$ cat config.mk
export PLATFORM = sky130hd
export DESIGN_NAME = dram_pin_sequencing
export DESIGN_NICKNAME = d
export VERILOG_FILES = /design/src/hw/dram_pin_pkg.sv /design/src/hw/lane_delay.sv /design/src/hw/dram_pin_sequencing.sv
export VERILOG_INCLUDE_DIRS = /design/src /design/src/hw
export SDC_FILE = /design/constraint.sdc
export NUM_CORES = 1
export LEC_CHECK = 0
export BUFFER_PORTS_ARGS = -buffer_cell sky130_fd_sc_hd__buf_4
export CAP_MARGIN = 20
export CORE_UTILIZATION = 30
export DETAILED_ROUTE_END_ITERATION = 7
export GPL_ROUTABILITY_DRIVEN = 0
export GPL_TIMING_DRIVEN = 0
export PLACE_DENSITY_LB_ADDON = 0.08
export SYNTH_ARGS = -nofsm -noshare
export SYNTH_HDL_FRONTEND = slang
export SYNTH_SLANG_ARGS = --single-unit
$ cat constraint.sdc
create_clock -name core_clk -period 2.3 [get_ports core_clk]
set_input_delay 0.46 -clock core_clk [delete_from_list [all_inputs] [get_ports core_clk]]
set_output_delay 0.46 -clock core_clk [all_outputs]
set_load 0.1 [all_outputs]
$ cat src/hw/dram_pin_cfg.svh
// Timing counts, field positions and reset values of the DRAM pin sequencer.
// Assumes a 100 MHz core clock; included by the package ahead of the modules.
`ifndef DRAM_PIN_CFG_SVH
`define DRAM_PIN_CFG_SVH

// ****************************************************************
// Clock and timing
// ****************************************************************
`define CLK_PERIOD_NS   10
`define DETECT_WAIT_NS  100
`define DETECT_WAIT_CYC ((`DETECT_WAIT_NS + `CLK_PERIOD_NS - 1) / `CLK_PERIOD_NS)
`define TDQZ_CYC        2

// ****************************************************************
// Field widths and positions
// ****************************************************************
`define ADDR_W          12
`define LANE_W          8
`define ROW_W           4
`define HIT_W           5
`define FIFTH_ROW_BIT   4
`define KIND_W          2
`define DET_CNT_W       8

// ****************************************************************
// Reset values
// ****************************************************************
`define ROW_STROBE_RST  4'hF
`define LANE_RST        8'hFF
`define PAIR_RST        2'h3
`define ADDR_RST        12'h000
`define KIND_RST        2'h0

`endif

$ cat src/hw/dram_pin_pkg.sv
// Types shared by the DRAM pin sequencer, its row model and its bench.
// Assumes dram_pin_cfg.svh is on the include path.
`include "dram_pin_cfg.svh"

package dram_pin_pkg;

  // ****************************************************************
  // Fifth row memory kind and detection states
  // ****************************************************************
  typedef enum logic [`KIND_W-1:0] {
    FIFTH_NONE = 2'h0,
    FIFTH_PAGE = 2'h1,
    FIFTH_SYNC = 2'h2
  } fifth_kind_type;

  typedef enum logic [0:0] {
    DET_WAIT   = 1'h0,
    DET_LOCKED = 1'h1
  } det_state_type;

  // ****************************************************************
  // Request from the timing engine, one per clock
  // ****************************************************************
  typedef struct packed {
    logic [`HIT_W-1:0]  row_hit;
    logic [`LANE_W-1:0] lanes;
    logic               col;
    logic               sd_ras;
    logic               sd_cas;
    logic               we;
    logic               rd;
    logic               mux_sel;
    logic [`ADDR_W-1:0] addr;
  } req_type;

  // ****************************************************************
  // Memory side pins
  // ****************************************************************
  typedef struct packed {
    logic [`ROW_W-1:0]  row_strobe_n;
    logic               fifth_shared_pin;
    logic [`LANE_W-1:0] col_strobe_mask;
    logic               sync_row_strobe_copy_a;
    logic               sync_row_strobe_copy_b;
    logic [1:0]         sync_column_strobe_pair;
    logic [1:0]         write_enable_n_pair;
    logic [`ADDR_W-1:0] multiplexed_memory_address;
  } pins_type;

  typedef struct packed {
    pins_type                pins;
    fifth_kind_type          kind;
    det_state_type           det;
    logic [`DET_CNT_W-1:0]   cnt;
    logic [`KIND_W-1:0]      strap_s1;
    logic [`KIND_W-1:0]      strap_s2;
  } state_type;

endpackage : dram_pin_pkg

$ cat src/hw/lane_delay.sv
// Fixed delay line for read lane flags.
// Assumes a synchronous clock and an already synchronised active low reset.
`timescale 1ns/100ps

module lane_delay #(
  parameter int WIDTH = 8,
  parameter int DEPTH = 2
) (
  input  wire logic             core_clk,
  input  wire logic             rst_sync_n,
  input  wire logic [WIDTH-1:0] in_data,
  output logic      [WIDTH-1:0] out_data
);

  logic [DEPTH-1:0][WIDTH-1:0] stage_q;
  logic [DEPTH-1:0][WIDTH-1:0] stage_d;

  generate
    if (DEPTH < 1 || WIDTH < 1) begin : g_bad
      $error("lane_delay needs positive WIDTH and DEPTH.");
    end
  endgenerate

  always_comb begin
    stage_d = stage_q;
    stage_d[0] = in_data;
    for (int i = 1; i < DEPTH; i++) begin
      stage_d[i] = stage_q[i-1];
    end
  end

  always_ff @(posedge core_clk or negedge rst_sync_n) begin
    if (!rst_sync_n) begin
      stage_q <= '0;
    end else begin
      stage_q <= stage_d;
    end
  end

  assign out_data = stage_q[DEPTH-1];

endmodule : lane_delay

$ cat src/hw/dram_pin_sequencing.sv
// Memory side pin sequencer of a five row DRAM controller.
// Assumes a timing engine on core_clk issuing one request per cycle and a
// fifth row memory kind strap that comes from the board.
//
// Function
// - Page-mode rows: assert the selected row's low-active row strobe.
// - Synchronous rows: same pins are chip selects; modules act only when low.
// - Fifth row kind caught at power-up picks chip select or mux select.
// - Page-mode rows: eight low-active column strobes choose the byte lanes.
// - Synchronous reads: masks act as output enables after the latency.
// - Synchronous writes: masks are byte write masks with zero latency.
// - Synchronous row strobe low captures row address; activate and precharge.
// - Column strobe and write enable copies carry equal values; row strobe copies do too unless the fifth row is page-mode.
// - Page-mode fifth row turns the second row strobe copy into its strobe.
// - Synchronous column strobe low captures column address for access.
// - Row and column addresses share one twelve-bit multiplexed bus.
// - Low-active write enable marks writes for every memory kind.
`timescale 1ns/100ps

module dram_pin_sequencing
  import dram_pin_pkg::*;
#(
  parameter int TDQZ       = `TDQZ_CYC,
  parameter int DETECT_CYC = `DETECT_WAIT_CYC
) (
  input  wire logic                       core_clk,
  input  wire logic                       rstn,
  input  wire logic [`KIND_W-1:0]         fifth_row_strap,
  input  wire logic [`ROW_W-1:0]          row_is_sync,
  input  wire dram_pin_pkg::req_type      req,
  output logic                            req_ready,
  output dram_pin_pkg::pins_type          pins,
  output dram_pin_pkg::fifth_kind_type    fifth_kind,
  output logic [`LANE_W-1:0]              read_lanes_due
);
  import dram_pin_pkg::*;

  // ****************************************************************
  // Parameter checks and reset release
  // ****************************************************************
  generate
    if (TDQZ < 1 || TDQZ > 8) begin : g_bad_tdqz
      $error("TDQZ must lie between 1 and 8 cycles.");
    end
    if (DETECT_CYC < 2 || DETECT_CYC > 255) begin : g_bad_det
      $error("DETECT_CYC must lie between 2 and 255 cycles.");
    end
  endgenerate

  logic rst_s1_q;
  logic rst_sync_n;

  always_ff @(posedge core_clk or negedge rstn) begin
    if (!rstn) begin
      rst_s1_q   <= 1'b0;
      rst_sync_n <= 1'b0;
    end else begin
      rst_s1_q   <= 1'b1;
      rst_sync_n <= rst_s1_q;
    end
  end

  // ****************************************************************
  // Decoding helpers
  // ****************************************************************
  function automatic logic hits_sync(input logic [`HIT_W-1:0] hit,
                                     input logic [`ROW_W-1:0] low_sync,
                                     input logic              fifth_sync);
    hits_sync = |(hit & {fifth_sync, low_sync});
  endfunction : hits_sync

  function automatic fifth_kind_type decode_kind(
    input logic [`KIND_W-1:0] strap);
    case (strap)
      2'h1:    decode_kind = FIFTH_PAGE;
      2'h2:    decode_kind = FIFTH_SYNC;
      default: decode_kind = FIFTH_NONE;
    endcase
  endfunction : decode_kind

  // ****************************************************************
  // State
  // ****************************************************************
  localparam state_type STATE_RST = '{
    pins: '{
      row_strobe_n:               `ROW_STROBE_RST,
      fifth_shared_pin:           1'b1,
      col_strobe_mask:            `LANE_RST,
      sync_row_strobe_copy_a:     1'b1,
      sync_row_strobe_copy_b:     1'b1,
      sync_column_strobe_pair:    `PAIR_RST,
      write_enable_n_pair:        `PAIR_RST,
      multiplexed_memory_address: `ADDR_RST
    },
    kind:     FIFTH_NONE,
    det:      DET_WAIT,
    cnt:      '0,
    strap_s1: `KIND_RST,
    strap_s2: `KIND_RST
  };

  state_type state_q;
  state_type state_d;
  logic      is_sync;
  logic      fifth_sync;
  logic      take;
  logic [`LANE_W-1:0] read_lanes_now;

  assign take       = state_q.det == DET_LOCKED;
  assign fifth_sync = state_q.kind == FIFTH_SYNC;
  assign is_sync    = hits_sync(req.row_hit, row_is_sync, fifth_sync);
  assign req_ready  = take;

  always_comb begin
    state_d          = state_q;
    state_d.strap_s1 = fifth_row_strap;
    state_d.strap_s2 = state_q.strap_s1;
    state_d.pins     = STATE_RST.pins;
    case (state_q.det)
      DET_WAIT: begin
        if (state_q.cnt == DETECT_CYC[`DET_CNT_W-1:0]) begin
          state_d.kind = decode_kind(state_q.strap_s2);
          state_d.det  = DET_LOCKED;
        end else begin
          state_d.cnt = state_q.cnt + 1'b1;
        end
      end
      DET_LOCKED: begin
        state_d.kind = state_q.kind;
        for (int i = 0; i < `ROW_W; i++) begin
          state_d.pins.row_strobe_n[i] = ~req.row_hit[i];
        end
        if (is_sync) begin
          state_d.pins.col_strobe_mask = ~req.lanes;
        end else begin
          state_d.pins.col_strobe_mask = ~(req.lanes & {`LANE_W{req.col}});
        end
        state_d.pins.sync_row_strobe_copy_a = ~(is_sync & req.sd_ras);
        state_d.pins.sync_column_strobe_pair =
          {2{~(is_sync & req.sd_cas)}};
        state_d.pins.write_enable_n_pair = {2{~req.we}};
        state_d.pins.multiplexed_memory_address = req.addr;
        case (state_q.kind)
          FIFTH_SYNC: begin
            state_d.pins.fifth_shared_pin =
              ~req.row_hit[`FIFTH_ROW_BIT];
            state_d.pins.sync_row_strobe_copy_b = ~(is_sync & req.sd_ras);
          end
          FIFTH_PAGE: begin
            state_d.pins.fifth_shared_pin = req.mux_sel;
            state_d.pins.sync_row_strobe_copy_b =
              ~req.row_hit[`FIFTH_ROW_BIT];
          end
          default: begin
            state_d.pins.fifth_shared_pin       = req.mux_sel;
            state_d.pins.sync_row_strobe_copy_b = ~(is_sync & req.sd_ras);
          end
        endcase
      end
      default: begin
        state_d = STATE_RST;
      end
    endcase
  end

  always_ff @(posedge core_clk or negedge rst_sync_n) begin
    if (!rst_sync_n) begin
      state_q <= STATE_RST;
    end else begin
      state_q <= state_d;
    end
  end

  assign pins       = state_q.pins;
  assign fifth_kind = state_q.kind;

  // ****************************************************************
  // Read lane timing
  // ****************************************************************
  assign read_lanes_now = (take & is_sync & req.rd & req.sd_cas) ?
                          req.lanes : '0;

  lane_delay #(
    .WIDTH (`LANE_W),
    .DEPTH (TDQZ + 1)
  ) u_read_lanes (
    .core_clk   (core_clk),
    .rst_sync_n (rst_sync_n),
    .in_data    (read_lanes_now),
    .out_data   (read_lanes_due)
  );

  // ****************************************************************
  // Assertions
  // ****************************************************************
  localparam int RD_LAT = TDQZ + 1;

  generate
    for (genvar g = 0; g < `ROW_W; g++) begin : g_row_chk

    end
  endgenerate
endmodule : dram_pin_sequencing

## After elaboration in Yosys (flattened, before gate mapping)

Index checks and enable logic that the tools add are counted.

| storage, ports and cells | value |
|---|---|
| flip-flop bits (word level) | 72 |
| bits of input ports | 39 |
| output and inout port bits | 42 |
| logic and storage cells | 57 |

| operators by class | value |
|---|---|
| add/subtract/negate cells | 1 |
| eq/ne operators | 6 |
| multiplexer cells | 10 |
| bitwise operators | 19 |
| reductions and logical operators | 3 |

Operator list:

| cell | number |
|---|---|
| two-way mux 31 bit | 1 |
| two-way mux 8 bit | 3 |
| inverter 8 bit | 2 |
| inverter 1 bit | 10 |
| two-way mux 9 bit | 1 |
| adder 8 x 1 -> 8 bit (second input constant) | 1 |
| bitwise AND 8 bit | 1 |
| == test 8 x 4 -> 1 bit (second input constant) | 1 |
| bitwise AND 1 bit | 5 |
| bitwise AND 5 bit | 1 |
| OR reduction 5 bit | 1 |
| == test 2 x 1 -> 1 bit (second input constant) | 2 |
| == test 2 bit (second input constant) | 2 |
| case mux 2 bit (2 select lines) | 1 |
| AND reduction 2 bit | 2 |
| two-way mux 3 bit | 1 |
| two-way mux 1 bit | 2 |
| two-way mux 2 bit | 1 |
| != test 2 bit (second input constant) | 1 |

## Logic depth before layout (Yosys ltp)

Gate-level depths: netlist of the first run.

| logic depth | value |
|---|---|
| depth after elaboration | 7 |
| gate-level depth with buffers | 5 |
| depth with buffers taken out | 5 |

## By module

Synthesis of the first run repeated with hierarchy kept, for this count alone.

| second synthesis, totals | value |
|---|---|
| cell total of the unflattened synthesis | 193 |
| area, all modules | 2591.2 um^2 |

By module, submodules not included:

| module | instances | cells each | area an instance (um^2) | sequential area each (um^2) |
|---|---|---|---|---|
| dram_pin_sequencing | 1 | 169 | 1990.7 | 1172.4 |
| lane_delay | 1 | 24 | 600.6 | 600.6 |

## Worst setup path before layout of the first run

OpenSTA, ideal clock, no wires.

| timing | value |
|---|---|
| kind | register to register |
| from | register state_q, in the netlist req_ready |
| to | register state_q, in the netlist fifth_kind[0] |
| setup time | 127 ps |
| data arrival time | 1617 ps |
| required time | 2173 ps |
| setup slack | 556 ps |
| stages on the path, launching flop included | 5 |
| path buffers | 1 |
| period minus slack after synthesis | 1744 ps |
| cell sequence | dfrtp_1 > buf_4 > nor2_1 > nand3_2 > mux2_1 |

| between the ends | value |
|---|---|
| longest elaborated chain between the ends | 3 |

RTL lines:

| item | RTL line | RTL |
|---|---|---|
| from (decl) | dram_pin_sequencing.sv:102 | `state_type state_q;` |
| from (signal assigned) | dram_pin_sequencing.sv:170 | `state_q <= state_d;` |
| inverter 1 bit (no source line) * | - |  |
| != test 2 bit (no source line) | - |  |
| AND reduction 2 bit (no source line) * | - |  |

Every way passes the cells marked *; elsewhere a longest branch is shown, timed or not.
A chain may end at the register's enable or synchronous reset.

## Worst setup path after layout of the first run

| timing | value |
|---|---|
| from | register state_q, in the netlist pins[14] |
| to | output port pins[14] in the netlist's numbering |

RTL lines:

| item | RTL line | RTL |
|---|---|---|
| to (decl) | dram_pin_sequencing.sv:32 | `output dram_pin_pkg::pins_type pins,` |

No word-level cell between the ends.

==> key figures, run 1 <==
Logic synthesis
  – Post-synthesis sequential area ratio: 68.2%
  – Asr flop ratio synth: 100%
  – Synth area leaders: dfrtp_1, dfstp_2, buf_4
  – Most frequent cell after synthesis: dfrtp_1
  – Prevailing post-synth register cell: dfrtp_1
  – EDFF count, synth: 0
  – Cells after Synth: 191
  – Top cells by count, synth: dfrtp_1, buf_4, and2_1
  – Syn avg cell area: 13.6 µm²
  – Distinct cells, synth: 34
  – Top cell type by total area after synthesis: dfrtp_1
  – Yosys top cell area share: 51.0%
  – Syn nets: 232
  – Synth warnings: 0
  – #FFs+latches synth: 70
  – Cell Area, Synth: 2600 µm²

Power and ir drop
  – Worst vdd ir: 0.366 mV
  – NetSw: 0.867 mW
  – Logic pwr share: 18.4%
  – Pleak: 1.75 nW
  – Sequential power share: 46.3%
  – Internal: 2.02 mW
  – PwrDens: 813 nW/µm²
  – Clock share of power: 35.4%
  – Switching share of power: 30.0%

Timing
  – Worst Max-Slew Pin Slew: 0.851 ns
  – Final Hold Fails: 0
  – Max Fclk: 0.585 GHz
  – Max-slew headroom: 43.2%
  – Final Cycle Share: 74.3%
  – RSZ-0062 raised after global routing: false
  – Final Max Tran Viols: 0
  – Clk_skew: 0.00935 ns
  – # setup viols final: 0
  – Hold WS: 0.232 ns
  – Worst setup margin: 0.591 ns
  – Minimum clock period: 1.71 ns

Clocking
  – CTS root buf: clkbuf_8
  – CTS Hold Bufs: 1
  – Setup Fix Bufs, Post-CTS: 0
  – H-tree level count: 3
  – Clock tree from TritonCTS: done
  – Post-CTS sizing: 0
  – CTS sink cnt: 70
  – Clock Path Buffers: 2
  – Cts bufs inserted: 9
  – Worst skew pair latency: 0.34 ns
  – Clock transition at path regs: 0.08 ns

Placed design
  – Dpl ws: 0.783 ns
  – DP HPWL: 3.18 mm
  – Placed inst area: 3340 µm²
  – Port Buf Inserts: 80

Cells and area
  – Filler cells: 802
  – Nets: 324
  – Diode count: 0
  – Final instance area: 3560 µm²
  – Fin util: 42.8%
  – Area grow syn2layout: 36.7%
  – Share of cells above drive strength 1: 54.9%

Route
  – Antenna-violating nets left: 0
  – DRT Pass-1 Iters: 4
  – Routed vias/inst: 3.91
  – Via count: 1,537
  – DRT iter0 DRCs: 85
  – # DRC: 0
  – WL per Instance: 11.7 µm
  – Routed WL: 4.61 mm

Global route
  – Initial antenna violation count: 0
  – Grt ovf: 0
  – Vias in the first global route: 1,483
  – Largest net degree at the start of global routing: 69
  – First-pass GRT wire length: 7.36 mm
  – Gr usage total: 11.2%

Floorplan
  – Core area: 8300 µm²
  – Width of the die: 95.1 µm
  – Die area: 9050 µm²
  – Top Ports: 81
  – Starting density of the core: 31.3%
  – Core Rows: 33
  – Die Height: 95.1 µm

Critical path
  – Critical path class: reg2out
  – CP Launch Type: register
  – Worst path arrival time: 1.25 ns
  – Peak fanout along the critical path: 2
  – Crit end category: output pin
  – Worst EP required: 1.84 ns

Min path
  – Worst Hold Class: in2reg

Job
  – Max-cap check violation count: 0

Outcome
  – Outcome: complete, no violations
[flip-flops by register name (all words and copies together), names as in the netlist]
name	cells
rst_sync_n	1
pins	29
u_read_lanes.out_data	8
u_read_lanes.stage_d	16
state_d	2
fifth_kind	2
req_ready	1
rst_s1_q	1
state_q	10
[power groups by stage]
stage / combinational, mW / clock (mW) / sequential, mW
after floorplan: 0.366 / 0 / 1.39
after global placement: 0.534 / 0 / 1.36
after detailed placement: 0.534 / 0 / 1.36
after CTS: 0.536 / 1.07 / 1.34
after global routing: 0.553 / 1.12 / 1.35
final: 0.531 / 1.02 / 1.34
[worst max-delay path: stages, from the launching register on]
cell	delay [ns]
dfstp_2	0.54
buf_4	0.10
buf_4	0.27
[final cells by class]
class	count	area [µm²]	share of cell area, %
Buffer	36	263	7.39
Clock buffer	12	155	4.36
Clock inverter	4	53.8	1.51
Inverter	5	18.8	0.528
Multi-Input combinational cell	80	547	15.4
Sequential cell	70	1780	50.0
Tap cell	105	131	3.69
Timing Repair Buffer	81	611	17.2
[layout by cell type, fill, tap and decap left out, types with 2 or more instances in the layout]
| master | count |
|---|---|
| buf_4 | 114 |
| dfrtp_1 | 52 |
| and2_1 | 20 |
| dfstp_2 | 17 |
| nand2_1 | 14 |
| clkbuf_8 | 11 |
| nand3_1 | 10 |
| xnor2_1 | 6 |
| inv_1 | 5 |
| clkbuf_1 | 3 |
| nor2b_1 | 2 |
| a22oi_2 | 2 |
| nor2_1 | 2 |
| mux2_1 | 2 |
| ha_1 | 2 |
| clkinvlp_4 | 2 |
[worst paths after layout]
check	startpoint	slack, ns	endpoint	cells after the start
worst max-delay path	pins[14]	0.59	pins[14]	2
worst min-delay path	fifth_row_strap[1]	0.23	state_d[1]	1
worst max register to register	state_q[4]	0.82	fifth_kind[0]	5
worst min register to register	u_read_lanes.stage_d[12]	0.34	u_read_lanes.stage_d[20]	0
max in group asynchronous	rst_sync_n	1.30	u_read_lanes.out_data[7]	0
min in group asynchronous	rstn	0.42	rst_sync_n	2
[per-stage QoR]
stage	setup TNS [ns]	power (mW)	std cells
after CTS	0	2.94	393
after detailed placement	0	1.90	376
after global routing	0	3.02	393
after floorplan	0	1.76	191
after global placement	-32.19	1.90	376
final	0	2.89	393
[layer usage]
metal	vias up	wire, µm	GRT usage, %
met5	-	0	0
met4	0	86	7.20
met3	7	329	3.67
met2	46	2230	16.7
met1	723	1970	13.9
li1	761	-	-
[kinds of logic (layout without fill, tap and decap cells)]
kind of cell / after synthesis / in the layout / synth area share (%)
other: 1 / 1 / 0.144
AO/OA/AOI/OAI: 9 / 9 / 3.41
XOR/XNOR: 6 / 6 / 2.02
AND/OR/NAND/NOR: 58 / 58 / 12.8
multiplexers: 4 / 4 / 1.68
adder cells (fa/ha/maj): 2 / 2 / 0.962
flip-flops: 70 / 70 / 68.2
buffers and inverters: 41 / 138 / 10.8
Note: power is estimated with default switching activity, not from simulation.
==> run 2: changes to the inputs <==
--- a/config.mk
+++ b/config.mk
@@ -6,6 +6,7 @@
 export SDC_FILE = /design/constraint.sdc
 export NUM_CORES = 1
 export LEC_CHECK = 0
+export ABC_AREA = 1
 export BUFFER_PORTS_ARGS = -buffer_cell sky130_fd_sc_hd__buf_4
 export CAP_MARGIN = 20
 export CORE_UTILIZATION = 30
==> constraint.sdc (replaced) <==
create_clock -name core_clk -period 1.4 [get_ports core_clk]
set_input_delay 0.28 -clock core_clk [delete_from_list [all_inputs] [get_ports core_clk]]
set_output_delay 0.28 -clock core_clk [all_outputs]
set_load 0.1 [all_outputs]
==> key figures, run 2 <==
Timing
  – # setup viols final: 4 (+4)
  – Max Fclk: 0.693 GHz
  – Minimum clock period: 1.44 ns
  – RSZ-0062 raised after global routing: true
  – Final Hold Fails: 0 (unchanged)
  – Worst Max-Slew Pin Slew: 0.862 ns (+0.0109 ns)
  – Final Max Tran Viols: 0 (unchanged)
  – Max-slew headroom: 42.5% (-0.73 points)
  – Worst setup margin: -0.0432 ns (-0.634 ns)
  – Final Cycle Share: 103%
  – Clk_skew: 0.00709 ns (-0.00226 ns)

Cells and area
  – Nets: 375 (+16%)
  – Diode count: 0 (unchanged)
  – Layout Cells excl Fill: 447 (+14%)
  – Most frequent cells in the layout: buf_4, nand2_1, dfrtp_1, inv_1, buf_12
  – Filler cells: 844 (+5.2%)
  – Commonest non-fill, non-tap cell in the layout: buf_4
  – Share of cells above drive strength 1: 44.0% (-11 points)
  – Area grow syn2layout: 43.3%
  – Largest register FFs: 29 (unchanged)
  – Fin util: 44.2% (+1.4 points)

Critical path
  – Crit end category: output pin
  – CP Depth: 2 (unchanged)
  – Worst reg-to-reg path cell count: 7 (+2)
  – Buf/Inv on CP: 2 (unchanged)
  – CP Launch Type: register
  – Peak fanout along the critical path: 2 (unchanged)
  – Worst path arrival time: 1.16 ns (-0.09 ns)
  – Slowest CP cell: dfstp_2
  – Slowest stage delay, CP: 0.56 ns (+0.02 ns)
  – R2R Setup Slk: 0.09 ns (-0.73 ns)
  – Critical-path cell list: buf_6 > buf_12
  – Largest delay share family, worst path: flip-flops
  – Critical path class: reg2out
  – Worst EP required: 1.12 ns (-0.72 ns)

Route
  – # DRC: 0 (unchanged)
  – Via count: 1,788 (+16%)
  – WL per Instance: 11.4 µm (-2.8%)
  – Routed vias/inst: 4.00 (+2.3%)
  – DRT iter0 DRCs: 29 (-66%)
  – Antenna-violating nets left: 0 (unchanged)
  – Routed WL: 5.09 mm (+10%)
  – DRT Pass-1 Iters: 4 (unchanged)

Power and ir drop
  – Pleak: 2.02 nW (+15%)
  – Sequential power share: 44.2% (-2.1 points)
  – Logic pwr share: 18.8% (+0.4 points)
  – Internal: 3.49 mW (+73%)
  – Worst vdd ir: 0.416 mV (+14%)
  – Switching share of power: 30.5% (+0.48 points)
  – PwrDens: 1300 nW/µm² (+60%)
  – NetSw: 1.53 mW (+76%)
  – Clock share of power: 36.9% (+1.5 points)

Logic synthesis
  – Post-synthesis sequential area ratio: 65.8% (-2.3 points)
  – Prevailing post-synth register cell: dfrtp_1
  – Asr flop ratio synth: 100% (unchanged)
  – EDFF count, synth: 0 (unchanged)
  – Cells after Synth: 254 (+33%)
  – Syn nets: 295 (+27%)
  – Synth warnings: 0 (unchanged)
  – Most frequent cell after synthesis: nand2_1
  – Distinct cells, synth: 21 (-38%)
  – Syn avg cell area: 10.6 µm² (-22%)
  – Yosys top cell area share: 49.3% (-1.7 points)
  – Synth area leaders: dfrtp_1, dfstp_2, buf_4
  – Top cells by count, synth: nand2_1, dfrtp_1, buf_4
  – Top cell type by total area after synthesis: dfrtp_1
  – Cell Area, Synth: 2690 µm² (+3.5%)
  – #FFs+latches synth: 70 (unchanged)

Floorplan
  – Top Ports: 81 (unchanged)
  – Starting density of the core: 30.9% (-0.47 points)
  – Die area: 9360 µm² (+3.4%)
  – Width of the die: 96.7 µm (+1.7%)
  – Core area: 8720 µm² (+5.1%)
  – Core Rows: 34 (+3.0%)
  – Die Height: 96.7 µm (+1.7%)

Global route
  – Gr usage total: 12.0% (+0.80 points)
  – Grt ovf: 0 (unchanged)
  – Initial antenna violation count: 0 (unchanged)
  – Vias in the first global route: 1,773 (+20%)
  – First-pass GRT wire length: 8.58 mm (+16%)
  – Largest net degree at the start of global routing: 69 (unchanged)

Clocking
  – Clock transition at path regs: 0.08 ns (about the same)
  – H-tree level count: 3 (unchanged)
  – CTS sink cnt: 70 (unchanged)
  – Cts bufs inserted: 9 (unchanged)
  – CTS root buf: clkbuf_8
  – Clock Path Buffers: 2 (unchanged)
  – Worst skew pair latency: 0.35 ns (about the same)
  – Clock tree from TritonCTS: done

Min path
  – Worst Hold Class: in2reg
  – Worst hold path depth: 1 (unchanged)

Placed design
  – DP HPWL: 3.49 mm (+9.7%)
  – Port Buf Inserts: 80 (unchanged)
  – Inst Count DP: 442 (+18%)

Outcome
  – Failing checks: negative setup slack
  – Outcome: complete, but fails checks

Job
  – Max-cap check violation count: 0 (unchanged)
run 2: cells by family after synthesis:
family / after synthesis / synth area share (%)
buffers and inverters: 66 / 14.4
DFF: 70 / 65.8
xor gates and xnor gates: 3 / 0.976
and+or+nand+nor: 104 / 16.0
adders and majority gates: 2 / 0.929
other: 1 / 0.139
AOI/OAI and AO/OA: 8 / 1.72
run 2: power groups by stage:
stage / clock network, mW / registers, mW / logic (mW)
detailed placement: 0 / 2.24 / 0.879
CTS: 1.92 / 2.23 / 0.944
global route: 2.02 / 2.24 / 0.980
finish: 1.85 / 2.22 / 0.946
floorplan: 0 / 2.29 / 0.602
global placement: 0 / 2.24 / 0.875
run 2: layout make-up:
| cell class | instances | area [µm²] | area share (%) |
|---|---|---|---|
| clock inverters | 7 | 105 | 2.72 |
| plain buffers | 23 | 180 | 4.67 |
| repair buffers | 84 | 880 | 22.8 |
| inverters | 28 | 105 | 2.72 |
| well taps | 108 | 135 | 3.50 |
| clock buffers | 9 | 124 | 3.21 |
| flip-flops and latches | 70 | 1780 | 46.1 |
| multi-input cells | 118 | 551 | 14.3 |
run 2: metal layers:
| metal | up-vias | global-route usage [%] | share of wire (%) |
|---|---|---|---|
| met3 | 12 | 3.32 | 4.6 |
| met2 | 52 | 18.4 | 49 |
| met4 | 0 | 7.23 | 2.6 |
| met5 | - | 0 | 0 |
| met1 | 833 | 15.1 | 44 |
| li1 | 891 | - | - |
run 2: worst paths after layout:
path,start,to
min,fifth_row_strap[1],state_d[1]
max reg2reg,state_q[4],state_q[4]
max,pins[14],pins[14]
min in group asynchronous,rstn,rst_sync_n
min reg2reg,rst_s1_q,rst_sync_n
max in group asynchronous,rst_sync_n,req_ready
run 2: repair_timing:
action                                  in CTS  in global routing
endpoints found under the setup margin      21                 24
pin swaps                                    0                  1
gates cloned                                 0                  1
hold buffers                                 1                  0
hold endpoints to repair                     2                  0
buffers inserted                             0                  2
resized for setup                           59                  9
run 2: per-stage QoR:
| step | cell area (µm²) | power, mW | setup slack [ns] | hold WS [ns] | setup TNS, ns |
|---|---|---|---|---|---|
| after floorplan | 2700 | 2.89 | 0.0686 | -0.0156 | 0 |
| after global placement | 3430 | 3.11 | -0.384 | 0.0639 | -13.53 |
| after detailed placement | 3430 | 3.12 | -0.0267 | 0.0643 | -0.0807 |
| after CTS | 3800 | 5.09 | -0.0626 | 0.0241 | -0.237 |
| after global routing | 3860 | 5.24 | -0.0924 | 0.0153 | -0.364 |
| final | 3860 | 5.02 | -0.0432 | 0.0399 | -0.165 |
==> run 3: changes to the inputs <==
--- a/config.mk
+++ b/config.mk
@@ -6,7 +6,6 @@
 export SDC_FILE = /design/constraint.sdc
 export NUM_CORES = 1
 export LEC_CHECK = 0
-export ABC_AREA = 1
 export BUFFER_PORTS_ARGS = -buffer_cell sky130_fd_sc_hd__buf_4
 export CAP_MARGIN = 20
 export CORE_UTILIZATION = 30
==> key figures, run 3 (synthesized netlist as in run 1, its figures left out) <==
Critical path
  – Worst EP required: 1.12 ns (about the same)
  – Critical path class: reg2out
  – Worst reg-to-reg path cell count: 3 (-4)
  – Buf/Inv on CP: 2 (unchanged)
  – Slowest CP cell: dfstp_2
  – Worst path arrival time: 1.15 ns (about the same)
  – Peak fanout along the critical path: 2 (unchanged)
  – Largest delay share family, worst path: flip-flops
  – Critical-path cell list: buf_6 > buf_12
  – Crit end category: output pin
  – CP Depth: 2 (unchanged)
  – Slowest stage delay, CP: 0.56 ns (about the same)
  – CP Launch Type: register

Global route
  – Vias in the first global route: 1,524 (-14%)
  – Grt ovf: 0 (unchanged)
  – First-pass GRT wire length: 7.44 mm (-13%)
  – Initial antenna violation count: 0 (unchanged)
  – Largest net degree at the start of global routing: 69 (unchanged)
  – Gr usage total: 11.4% (-0.64 points)

Power and ir drop
  – Sequential power share: 45.9% (+1.7 points)
  – NetSw: 1.47 mW (-3.9%)
  – Clock share of power: 34.2% (-2.7 points)
  – Logic pwr share: 19.9% (+1.1 points)
  – Worst vdd ir: 0.664 mV (+59%)
  – Switching share of power: 30.4% (-0.035 points)
  – PwrDens: 1270 nW/µm² (-2.5%)
  – Pleak: 1.83 nW (-9.2%)
  – Internal: 3.36 mW (-3.7%)
  – Pwr Total: 4.83 mW (-3.8%)

Timing
  – Final Cycle Share: 102% (-0.59 points)
  – Worst Max-Slew Pin Slew: 0.844 ns (-0.0179 ns)
  – Worst setup margin: -0.0350 ns (+0.00829 ns)
  – Max-slew headroom: 43.7% (+1.2 points)
  – Setup TNS: -0.127 ns (+0.0387 ns)
  – Final Hold Fails: 0 (unchanged)
  – Clk_skew: 0.00871 ns (+0.00162 ns)
  – Final Max Tran Viols: 0 (unchanged)
  – # setup viols final: 4 (unchanged)
  – Max Fclk: 0.697 GHz (+0.58%)
  – RSZ-0062 raised after global routing: true
  – Minimum clock period: 1.43 ns (-0.00829 ns)

Floorplan
  – Starting density of the core: 31.3% (+0.47 points)
  – Die area: 9050 µm² (-3.3%)
  – Core area: 8300 µm² (-4.8%)
  – Die Height: 95.1 µm (-1.7%)
  – Width of the die: 95.1 µm (-1.7%)
  – Top Ports: 81 (unchanged)
  – Core Rows: 33 (-2.9%)

Cells and area
  – Share of cells above drive strength 1: 56.3% (+12 points)
  – Commonest non-fill, non-tap cell in the layout: buf_4
  – Most frequent cells in the layout: buf_4, dfrtp_1, and2_1, buf_12, dfstp_2
  – Largest register FFs: 29 (unchanged)
  – Fin util: 45.9% (+1.6 points)
  – Area grow syn2layout: 46.3%
  – Nets: 315 (-16%)
  – Diode count: 0 (unchanged)

Route
  – DRT Pass-1 Iters: 3 (-1)
  – Routed WL: 4.71 mm (-7.6%)
  – Antenna-violating nets left: 0 (unchanged)
  – Via count: 1,553 (-13%)
  – WL per Instance: 12.3 µm (+7.5%)
  – Routed vias/inst: 4.04 (+1.1%)
  – DRT iter0 DRCs: 35 (+21%)
  – # DRC: 0 (unchanged)

Clocking
  – Cts bufs inserted: 9 (unchanged)
  – CTS root buf: clkbuf_8
  – H-tree level count: 3 (unchanged)
  – Worst skew pair latency: 0.33 ns (-0.02 ns)
  – Clock transition at path regs: 0.08 ns (about the same)
  – CTS sink cnt: 70 (unchanged)
  – Clock Path Buffers: 2 (unchanged)
  – Clock tree from TritonCTS: done

Min path
  – Worst Hold Class: in2reg
  – Worst hold path depth: 1 (unchanged)

Job
  – Max-cap check violation count: 0 (unchanged)

Outcome
  – Failing checks: negative setup slack
  – Outcome: complete, but fails checks

Placed design
  – Port Buf Inserts: 80 (unchanged)
  – DP HPWL: 3.20 mm (-8.4%)
  – Dpl ws: -0.0888 ns (-0.0621 ns)
run 3: changes by cell type in the layout (fill, tap and decap cells not counted), sizes merged, moves of 3 or more:
cell	before	now
nand2	68	14
nand3	14	11
xnor2	3	6
nor2	17	2
clkbuf	9	12
o21ai	7	1
mux2	0	3
inv	30	6
and2	0	20
run 3: metrics by stage:
step / hold slack [ns] / instances / instance area (µm²)
5_1_grt: 0.0313 / 384 / 3810
4_1_cts: 0.0357 / 380 / 3730
3_5_place_dp: 0.0637 / 376 / 3350
2_1_floorplan: -0.0156 / 191 / 2610
6_report: 0.0517 / 384 / 3810
3_3_place_gp: 0.0633 / 376 / 3340
run 3: worst paths after layout:
check / to / start / slack, ns
setup / recovery: pins[12] / pins[12] / -0.03
hold / removal: state_d[1] / fifth_row_strap[1] / 0.05
setup reg to reg: u_read_lanes.stage_d[8] / fifth_kind[0] / 0.02
hold reg to reg: u_read_lanes.stage_d[20] / u_read_lanes.stage_d[12] / 0.35
max in group asynchronous: req_ready / rst_sync_n / 0.31
min in group asynchronous: rst_sync_n / rstn / 0.25
run 3: area by class of cell:
| cell class | count | area, µm² |
|---|---|---|
| well taps | 105 | 131 |
| clock buffers | 10 | 138 |
| multi-input cells | 80 | 599 |
| repair buffers | 87 | 908 |
| inverters | 5 | 18.8 |
| plain buffers | 21 | 161 |
| fillers | 790 | 4490 |
| flip-flops and latches | 70 | 1780 |
| clock inverters | 6 | 68.8 |
run 3: power by group through the flow:
stage	logic [mW]	clock network [mW]	registers (mW)
global route	0.994	1.82	2.24
detailed placement	0.879	0	2.24
global placement	0.877	0	2.24
CTS	0.948	1.72	2.22
floorplan	0.602	0	2.29
finish	0.960	1.65	2.22
run 3: per-layer routing:
layer,track usage [%],wire length [µm],up-vias
li1,-,-,748
met1,14.5,2020,752
met2,16.6,2270,47
met3,4.31,356,6
met4,6.06,64,0
met5,0,0,-
run 3: worst register-to-register path, cell delays in order, from the launching register on:
cell,delay [ns]
dfrtp_1,0.42
nand3b_1,0.33
a31oi_4,0.39
and2_4,0.19
run 3: repair_timing:
item,4_1_cts,5_1_grt
resized for setup,63,9
pin swaps,0,2
setup buffers,2,4
hold buffers,1,0
setup endpoints to repair,40,24
endpoints found under the hold margin,2,0
